<file path="src/slc_consts.svh">
`ifndef SLC_CONSTS_SVH
`define SLC_CONSTS_SVH
`define SLC_ADDR_ENABLE   12'h200
`define SLC_ADDR_MODE     12'h201
`define SLC_ADDR_KM       12'h202
`define SLC_ADDR_SYNC     12'h203
`define SLC_ADDR_CTRL     12'h204
`define SLC_ADDR_TEST     12'h205
`define SLC_RST_ENABLE    8'h01
`define SLC_RST_MODE      8'h00
`define SLC_RST_KM        8'h1F
`define SLC_RST_SYNC      8'h01
`define SLC_RST_CTRL      8'h03
`define SLC_RST_TEST      8'h00
`define SLC_BIT_SCR       0
`define SLC_BIT_FMT       1
`define SLC_SEL_LO        2
`define SLC_SEL_HI        3
`define SLC_BIT_UPPER     4
`define SLC_SEL_SE        2'h0
`define SLC_SEL_TS        2'h1
`define SLC_SEL_NONE      2'h2
`define SLC_MODE_LSB_66   5
`define SLC_LANE_SHIFT    3'h4
`define SLC_K_SCALE       10'h100
`define SLC_FIELD_CTRL_W  5
`define SLC_FIELD_TEST_W  5
`define SLC_FIELD_MODE_W  6
`endif

</file>
<file path="src/slc_pkg.sv">
package slc_pkg;
	typedef struct packed {
		logic [11:0] addr;
		logic [7:0]  wdata;
		logic        wr;
		logic        rd;
	} slc_bus_t;

	typedef struct packed {
		logic       link_enable;
		logic [7:0] k_minus_one;
		logic       sync_request;
		logic [7:0] lane_mask;
		logic       sample_format;
		logic       scramble;
		logic [4:0] test_select;
		logic [5:0] mode;
	} slc_link_cfg_t;
endpackage : slc_pkg

</file>
<file path="src/slc_sync2.sv">
`timescale 1ns/10ps
module slc_sync2 (
	input  wire logic ref_clk,
	input  wire logic reset,
	input  wire logic din,
	output logic      dout
);
	logic meta_r;

	// Pins idle high (no request) so reset to one
	always_ff @(posedge ref_clk or posedge reset) begin
		if (reset) begin
			meta_r <= 1'b1;
			dout   <= 1'b1;
		end else begin
			meta_r <= din;
			dout   <= meta_r;
		end
	end
endmodule : slc_sync2

</file>
<file path="src/slc_regs.sv">
// The strobed register port is this design's own decision.
`timescale 1ns/10ps
`include "slc_consts.svh"
module slc_regs (
	input  wire logic                   ref_clk,
	input  wire logic                   reset,
	input  wire slc_pkg::slc_bus_t      bus,
	output logic [7:0]                  rdata,
	input  wire logic                   single_ended_sync_input_n,
	input  wire logic                   differential_timestamp_input_n,
	input  wire logic [1:0]             e_param,
	input  wire logic [7:0]             f_param,
	input  wire logic [3:0]             lane_count,
	output slc_pkg::slc_link_cfg_t      link_cfg,
	output logic [7:0]                  k_effective,
	output logic                        link_reset,
	output logic                        serializer_power_down
);
	import slc_pkg::*;

	logic [7:0] serial_link_enable_r;
	logic [7:0] output_mode_select_r;
	logic [7:0] frames_per_multiframe_minus_one_r;
	logic [7:0] software_sync_request_r;
	logic [7:0] link_control_r;
	logic [7:0] link_test_select_r;
	logic       se_sync_n;
	logic       ts_sync_n;
	logic [1:0] sync_source;
	logic       pin_request;
	logic       sync_request_nxt;
	logic       mode_66;
	logic [9:0] k_scaled;
	logic [7:0] k_nxt;
	logic [7:0] lane_mask_nxt;
	logic [7:0] lane_base;

	// Sync pins come from the receiver's domain
	slc_sync2 u_sync_se (
		.ref_clk(ref_clk),
		.reset  (reset),
		.din    (single_ended_sync_input_n),
		.dout   (se_sync_n)
	);

	slc_sync2 u_sync_ts (
		.ref_clk(ref_clk),
		.reset  (reset),
		.din    (differential_timestamp_input_n),
		.dout   (ts_sync_n)
	);

	// Register writes; all bits stored so readback matches
	always_ff @(posedge ref_clk or posedge reset) begin
		if (reset) begin
			serial_link_enable_r              <= `SLC_RST_ENABLE;
			output_mode_select_r              <= `SLC_RST_MODE;
			frames_per_multiframe_minus_one_r <= `SLC_RST_KM;
			software_sync_request_r           <= `SLC_RST_SYNC;
			link_control_r                    <= `SLC_RST_CTRL;
			link_test_select_r                <= `SLC_RST_TEST;
		end else if (bus.wr) begin
			case (bus.addr)
				`SLC_ADDR_ENABLE: serial_link_enable_r              <= bus.wdata;
				`SLC_ADDR_MODE:   output_mode_select_r              <= bus.wdata;
				`SLC_ADDR_KM:     frames_per_multiframe_minus_one_r <= bus.wdata;
				`SLC_ADDR_SYNC:   software_sync_request_r           <= bus.wdata;
				`SLC_ADDR_CTRL:   link_control_r                    <= bus.wdata;
				`SLC_ADDR_TEST:   link_test_select_r                <= bus.wdata;
				default: begin
				end
			endcase
		end
	end

	// Read data valid the cycle after the strobe; unmapped reads zero
	always_ff @(posedge ref_clk or posedge reset) begin
		if (reset) begin
			rdata <= 8'h00;
		end else if (bus.rd) begin
			case (bus.addr)
				`SLC_ADDR_ENABLE: rdata <= serial_link_enable_r;
				`SLC_ADDR_MODE:   rdata <= output_mode_select_r;
				`SLC_ADDR_KM:     rdata <= frames_per_multiframe_minus_one_r;
				`SLC_ADDR_SYNC:   rdata <= software_sync_request_r;
				`SLC_ADDR_CTRL:   rdata <= link_control_r;
				`SLC_ADDR_TEST:   rdata <= link_test_select_r;
				default:          rdata <= 8'h00;
			endcase
		end else begin
			rdata <= 8'h00;
		end
	end

	assign sync_source = link_control_r[`SLC_SEL_HI:`SLC_SEL_LO];
	assign mode_66     = output_mode_select_r[`SLC_MODE_LSB_66];

	// Pin request is active low; code 3 treated like code 2
	always_comb begin
		case (sync_source)
			`SLC_SEL_SE: pin_request = ~se_sync_n;
			`SLC_SEL_TS: pin_request = ~ts_sync_n;
			default:     pin_request = 1'b0;
		endcase
	end

	// Software request ORed in under every source
	assign sync_request_nxt = pin_request | ~software_sync_request_r[0];

	// K for 64B/66B is 256*E/F; F of zero would divide by zero, so fall back
	assign k_scaled = `SLC_K_SCALE * {8'h00, e_param};
	always_comb begin
		if (mode_66 && (f_param != 8'h00)) begin
			k_nxt = 8'((k_scaled / {2'h0, f_param}) - 10'h001);
		end else begin
			k_nxt = frames_per_multiframe_minus_one_r;
		end
	end

	// Upper mapping shifts the lane window by four
	assign lane_base = link_control_r[`SLC_BIT_UPPER] ? {5'h00, `SLC_LANE_SHIFT} : 8'h00;
	always_comb begin
		lane_mask_nxt = 8'((9'h001 << lane_count) - 9'h001);
		lane_mask_nxt = 8'(lane_mask_nxt << lane_base);
	end

	// Outputs registered; disabled link holds link reset and power down and clears the lane mask
	always_ff @(posedge ref_clk or posedge reset) begin
		if (reset) begin
			link_cfg              <= '0;
			k_effective           <= `SLC_RST_KM;
			link_reset            <= 1'b1;
			serializer_power_down <= 1'b1;
		end else begin
			link_reset            <= ~serial_link_enable_r[0];
			serializer_power_down <= ~serial_link_enable_r[0];
			k_effective           <= k_nxt;
			link_cfg.link_enable  <= serial_link_enable_r[0];
			link_cfg.k_minus_one  <= k_nxt;
			link_cfg.sync_request <= sync_request_nxt;
			link_cfg.lane_mask    <= serial_link_enable_r[0] ? lane_mask_nxt : 8'h00;
			link_cfg.sample_format <= link_control_r[`SLC_BIT_FMT];
			link_cfg.scramble     <= mode_66 | link_control_r[`SLC_BIT_SCR];
			link_cfg.test_select  <= link_test_select_r[`SLC_FIELD_TEST_W-1:0];
			link_cfg.mode         <= output_mode_select_r[`SLC_FIELD_MODE_W-1:0];
		end
	end

	// Counts cycles spent disabled; saturates so a long idle never wraps
	logic [3:0] off_count_r;
	always_ff @(posedge ref_clk or posedge reset) begin
		if (reset) begin
			off_count_r <= 4'h0;
		end else if (serial_link_enable_r[0]) begin
			off_count_r <= 4'h0;
		end else if (off_count_r != 4'hF) begin
			off_count_r <= off_count_r + 4'h1;
		end
	end
endmodule : slc_regs

</file>
<file path="config.mk">
export PLATFORM = sky130hd
export DESIGN_NAME = slc_regs
export DESIGN_NICKNAME = d
export VERILOG_FILES = /design/src/slc_pkg.sv /design/src/slc_sync2.sv /design/src/slc_regs.sv
export VERILOG_INCLUDE_DIRS = /design/src
export SDC_FILE = /design/constraint.sdc
export NUM_CORES = 1
export LEC_CHECK = 0
export ABC_AREA = 0
export BUFFER_PORTS_ARGS = -buffer_cell sky130_fd_sc_hd__buf_4
export CAP_MARGIN = 10
export CORE_MARGIN = 3
export CORE_UTILIZATION = 45
export DETAILED_ROUTE_END_ITERATION = 10
export MAX_ROUTING_LAYER = met4
export SLEW_MARGIN = 5
export SYNTH_ARGS = -nofsm -noshare
export SYNTH_HDL_FRONTEND = slang
export SYNTH_SLANG_ARGS = --single-unit
</file>
<file path="constraint.sdc">
create_clock -name ref_clk -period 5.4 [get_ports ref_clk]
set_clock_uncertainty 0.05 [all_clocks]
set_input_delay 0.27 -clock ref_clk [delete_from_list [all_inputs] [get_ports ref_clk]]
set_output_delay 0.27 -clock ref_clk [all_outputs]
set_load 0.005 [all_outputs]
</file>
### Yosys cells after proc, flatten, opt, wreduce, memory -nomap -nowiden

Cells that the tools add are included.

* logic and storage cells: 54
* flip-flop bits (word level): 100
* bits in writable memories: 0
* bits in latches: 0
* memories kept: 0
* bits in read-only memories: 0
* output and inout bits: 49
* bits of input ports: 40

* equal/unequal tests: 7
* magnitude comparators: 0
* bitwise logic cells: 6
* $add $sub $neg: 2
* divide/modulo/power cells: 1
* multiplexer cells: 6
* reduce and logical (&&, ||, !) cells: 9
* $mul: 0
* shifts and indexed selects: 2

Operator list (number)
* $eq A12 B10 Y1 const B: 6
* $pmux W8 S6: 1
* $mux W8: 3
* $sub A8 B1 Y8 const B: 2
* $reduce_and A2 Y1: 6
* $div A10 B8 Y10: 1
* $reduce_bool A8 Y1: 1
* $shl A1 B4 Y8 const A: 1
* $shl A8 B3 Y8: 1
* $not A1 Y1: 4
* $mux W3: 1
* $eq A2 B1 Y1 const B: 1
* $logic_not A2 Y1: 1
* $or A1 B1 Y1: 2
* $pmux W1 S2: 1
* $logic_and A1 B1 Y1: 1

### Longest topological paths before layout

* depth after elaboration: 4
* depth in mapped cells: 76
* gate-level depth less buffers: 71

### By module

From an unflattened synthesis, not the netlist that was laid out.

* cell total of the unflattened synthesis: 638
* area total of the unflattened synthesis: 6422.4 µm²

By module, submodules not included
* slc_regs: seq. area each 2346.0 µm², cells an instance 632, area an instance 6309.8 µm², times used 1
* slc_sync2: seq. area each 52.6 µm², cells an instance 3, area an instance 56.3 µm², times used 2

### Least setup slack after synthesis

OpenSTA, ideal clock, no wires.

* kind: input to register
* start: input port f_param[4]
* end: register link_cfg[26] (netlist name)
* required time: 5251 ps
* stages on the path: 71
* library setup time: 99 ps
* slack: -8998 ps
* path buffers: 5
* arrival: 14249 ps
* cell sequence: nor4_4 nand2_1 nor2_1 a21oi_1 a21oi_1 ha_1 o21a_1 o211ai_1 mux2i_1 ha_1 ha_1 o31a_1 o21a_1 buf_4 nor2_1 a21oi_1 ha_1 a21o_1 [... 35 more ...] a211oi_1 and3_2 nand3_2 buf_4 nor2_1 a21oi_1 ha_1 a21o_1 a21o_1 a21oi_1 o21ai_0 nor3_1 a31oi_4 a21oi_1 ha_1 nand2_1 xnor2_1 o21ai_0

* cells in the longest elaborated chain, start to end: 3
* elaborated cells between the ends (all ways): 5
* those cells by class: add/sub (1); div (1); mux (1); reduce/logical (2)

Ends and longest elaborated chain
* start: declaration: line slc_regs.sv:12 `input wire logic [7:0] f_param,`
* $div A10 B8 Y10 or $reduce_bool A8 Y1 (tied branches): line slc_regs.sv:114, slc_regs.sv:113
* $sub A8 B1 Y8 or $logic_and A1 B1 Y1 (tied branches): line slc_regs.sv:114, slc_regs.sv:113
* $mux W8 (*): line slc_regs.sv:113 `if (mode_66 && (f_param != 8'h00)) begin`
* via k_nxt[4]: line slc_regs.sv:34 `logic [7:0] k_nxt;`
* end: declaration: line slc_regs.sv:14 `output slc_pkg::slc_link_cfg_t link_cfg,`

Mark *: on every way through the listed nets, which the timed path passes. The rest lies on a longest branch.
A chain may end at the register's enable or synchronous reset.

### Worst setup path in the final report

* start: input port f_param[5]
* end: register link_cfg[24] (netlist name)

The elaborated chain is that of the path after synthesis.

==> reports/metrics.cfg <==
[floorplanning]
core_sq_um = 13600
rows = 42
dieArea_sq_um = 15700
io_pins = 89
die_width_microns = 125
initial_utilization_pct = 47.1
die_h_microns = 125

[cells_and_area]
insertedDiodeCount = 0
finish.net_count = 984
finish.utilization_pct = 69.0
syn2layout_area_growth_pct = 46.4
seqCellArea_sq_um = 2450
final_cells = 1077
largest_register_ff_count = 28
multiInputGateArea_sq_um = 4290
final_layout_size_suffix_gt1_share_pct = 50.9
largest-register = link_cfg
fillCellCount = 1073

[setup_path]
critPathArrivalTime_ns = 13.16
cp_data_required_time_ns = 5.58
rr_endpoint = k_effective[7]
crit_slowest_cell = fa_1
crit_fanout = 6
crit_path_start_kind = primary input
worstSetupEndpointType = register
max_stage_delay_ns = 0.43
crit_top_cell = buf_4
path_class = primary input to register
ff2ff_path_depth = 5
reg2reg_from = output_mode_select_r[5]
rrSetupSlack_ns = 3.48

[clock_network]
clkLatencyLatePin_ns = 0.34
cts_sinks = 97
cts_tree = built
cts_buffers = 9
root_buffer = clkbuf_16
clockBufferDepth = 2
cts.reportedPaths.clkPinSlew_ns = 0.07
h-tree-depth = 3

[detailed_routing]
drtAntennaViolNets = 0
wire_per_inst_microns = 17.4
drc_errors = 0
wl_mm = 18.7
drt_iter0_markers = 257
vias = 5964
vias_per_cell = 5.54
drtPass1Iterations = 5

[power_and_ir_drop]
power.share.sequential_pct = 29.6
p_leak_uw = 0.00450
p_comb_share_pct = 46.1
p_switching_uw = 840
power_density_nw_per_um2 = 266
ir_worst_vdd_uv = 136
p_clk_share_pct = 24.3
p_int_uw = 1660
swShare_pct = 33.6
total_power_uw = 2500

[synthesis]
synth.most_common_cell = dfrtp_1
synth_top_area_share_pct = 30.4
synth-seq-cells = 97
yosys_warnings = 0
synth.area.top_cells = dfrtp_1, mux2_2, ha_1
synthTopCellsByCount = dfrtp_1, mux2_2, nor2_1
syn_area_per_cell_sq_um = 10.1
synth_edf_count = 0
yosysTopAreaCell = dfrtp_1
syn_nets = 724
ys_types = 77
async_flop_share_pct = 100
seq_area_frac_synth_pct = 38.2
syn_area_sq_um = 6410
synth_ff_type = dfrtp_1
netlist_instances = 636

[run]
maxCapViolCount = 0

[placement]
dp_cells = 1022
portBuffers = 88
dp_slack_ns = -8.28
gp_congestion = 0.893
place_hpwl_mm = 14.2

[sta]
fmax_mhz = 77.0
setup_tns_ns = -97.08
rsz0062_at_grt = yes
post-route-period-util_pct = 240
slew_viol_final = 0
timing.final.ws_setup_ns = -7.58
tightest_slew_ns = 1.04
min_period_ns = 12.98
hold_ws_ns = -0.00184
timing.final.setup_violations = 13
timing_hold_violations_final = 5
slew_headroom_pct = 30.1

[global_route]
grt_pass1_vias = 6163
grt_antenna_before_repair = 0
grt_pass1_wl_mm = 30.4
grt_max_degree = 50
track_usage_pct = 24.2
overflow = 0

[outcome]
status = finished with violations
violations = negative hold slack, negative setup slack

[hold_path]
worstHoldPathType = primary input to async pin

[area by class of cell]
type / count / share of cell area (%)
Multi-Input combinational cell: 497 / 45.7
Sequential cell: 97 / 26.1
Timing Repair Buffer: 271 / 22.0
Clock buffer: 9 / 2.40
Tap cell: 176 / 2.35
Inverter: 20 / 0.813
Clock inverter: 7 / 0.640
[per-layer routing]
| layer | part of all wire, % | wire length [microns] | up-vias | global-route usage (%) |
|---|---|---|---|---|
| li1 | - | - | 2852 | - |
| met1 | 44 | 8270 | 2905 | 31.0 |
| met2 | 50 | 9320 | 176 | 40.8 |
| met3 | 4.4 | 821 | 31 | 3.07 |
| met4 | 1.7 | 319 | 0 | 6.63 |
| met5 | 0 | 0 | - | - |
[logic make-up (layout without fill, tap and decap cells)]
| logic type | Yosys count | in the layout | synth area share [%] |
|---|---|---|---|
| AO/OA/AOI/OAI | 155 | 155 | 16.6 |
| XOR/XNOR | 25 | 25 | 3.41 |
| adder cells (fa/ha/maj) | 48 | 48 | 9.48 |
| buffers and inverters | 42 | 307 | 2.89 |
| flip-flops | 97 | 97 | 38.2 |
| multiplexers | 84 | 84 | 14.5 |
| AND/OR/NAND/NOR | 185 | 185 | 15.0 |
[power by group through the flow]
stage / combinational [uW] / clock (uW) / sequential (uW)
floorplan: 592 / 0 / 753
global placement: 933 / 0 / 753
detailed placement: 951 / 0 / 753
CTS: 1050 / 616 / 739
global route: 1260 / 646 / 740
finish: 1150 / 607 / 739
[layout by cell type, fill, tap and decap left out, types with 14 or more instances in the layout]
cell type / count
a21oi_1: 25
dfrtp_1: 78
ha_1: 31
nor2b_1: 18
nor2_1: 44
buf_4: 262
mux2_2: 65
dfstp_2: 19
mux2i_1: 14
nand2_1: 34
xnor2_1: 15
inv_1: 18
[worst max-delay path: cells and delay by family]
kind | cells | cell delay (ns)
simple gates | 15 | 2.54
compound gates | 30 | 4.74
fa+ha+maj | 10 | 2.68
buf+inv | 10 | 1.32
mux | 4 | 1.09
xor+xnor | 3 | 0.52
[through the flow]
stage,hold WS (ns),area (sq um)
4_1_cts,0.0111,9090
3_5_place_dp,0.300,8460
3_3_place_gp,0.297,8460
2_1_floorplan,0.224,6650
6_report,-0.00184,9390
5_1_grt,0.0679,9390
[timing repair]
item                                   CTS  global route
gates resized for setup                 36            36
hold buffers                             2             0
setup endpoints to repair               13            13
pin swaps                               46            61
endpoints found under the hold margin    2             0
buffers inserted                        22            16
[worst max-delay path by stage]
stage / startpoint / end / slack [ns] / cells past startpoint
after floorplan: f_param[5] / link_cfg[26] / -7.89 / 72
after global placement: f_param[5] / link_cfg[26] / -7.88 / 67
after detailed placement: f_param[5] / k_effective[6] / -8.28 / 70
after CTS: f_param[4] / k_effective[6] / -7.45 / 69
after global routing: f_param[5] / k_effective[6] / -8.22 / 72
final: f_param[5] / link_cfg[24] / -7.58 / 72
Note: power is estimated with default switching activity, not from simulation.
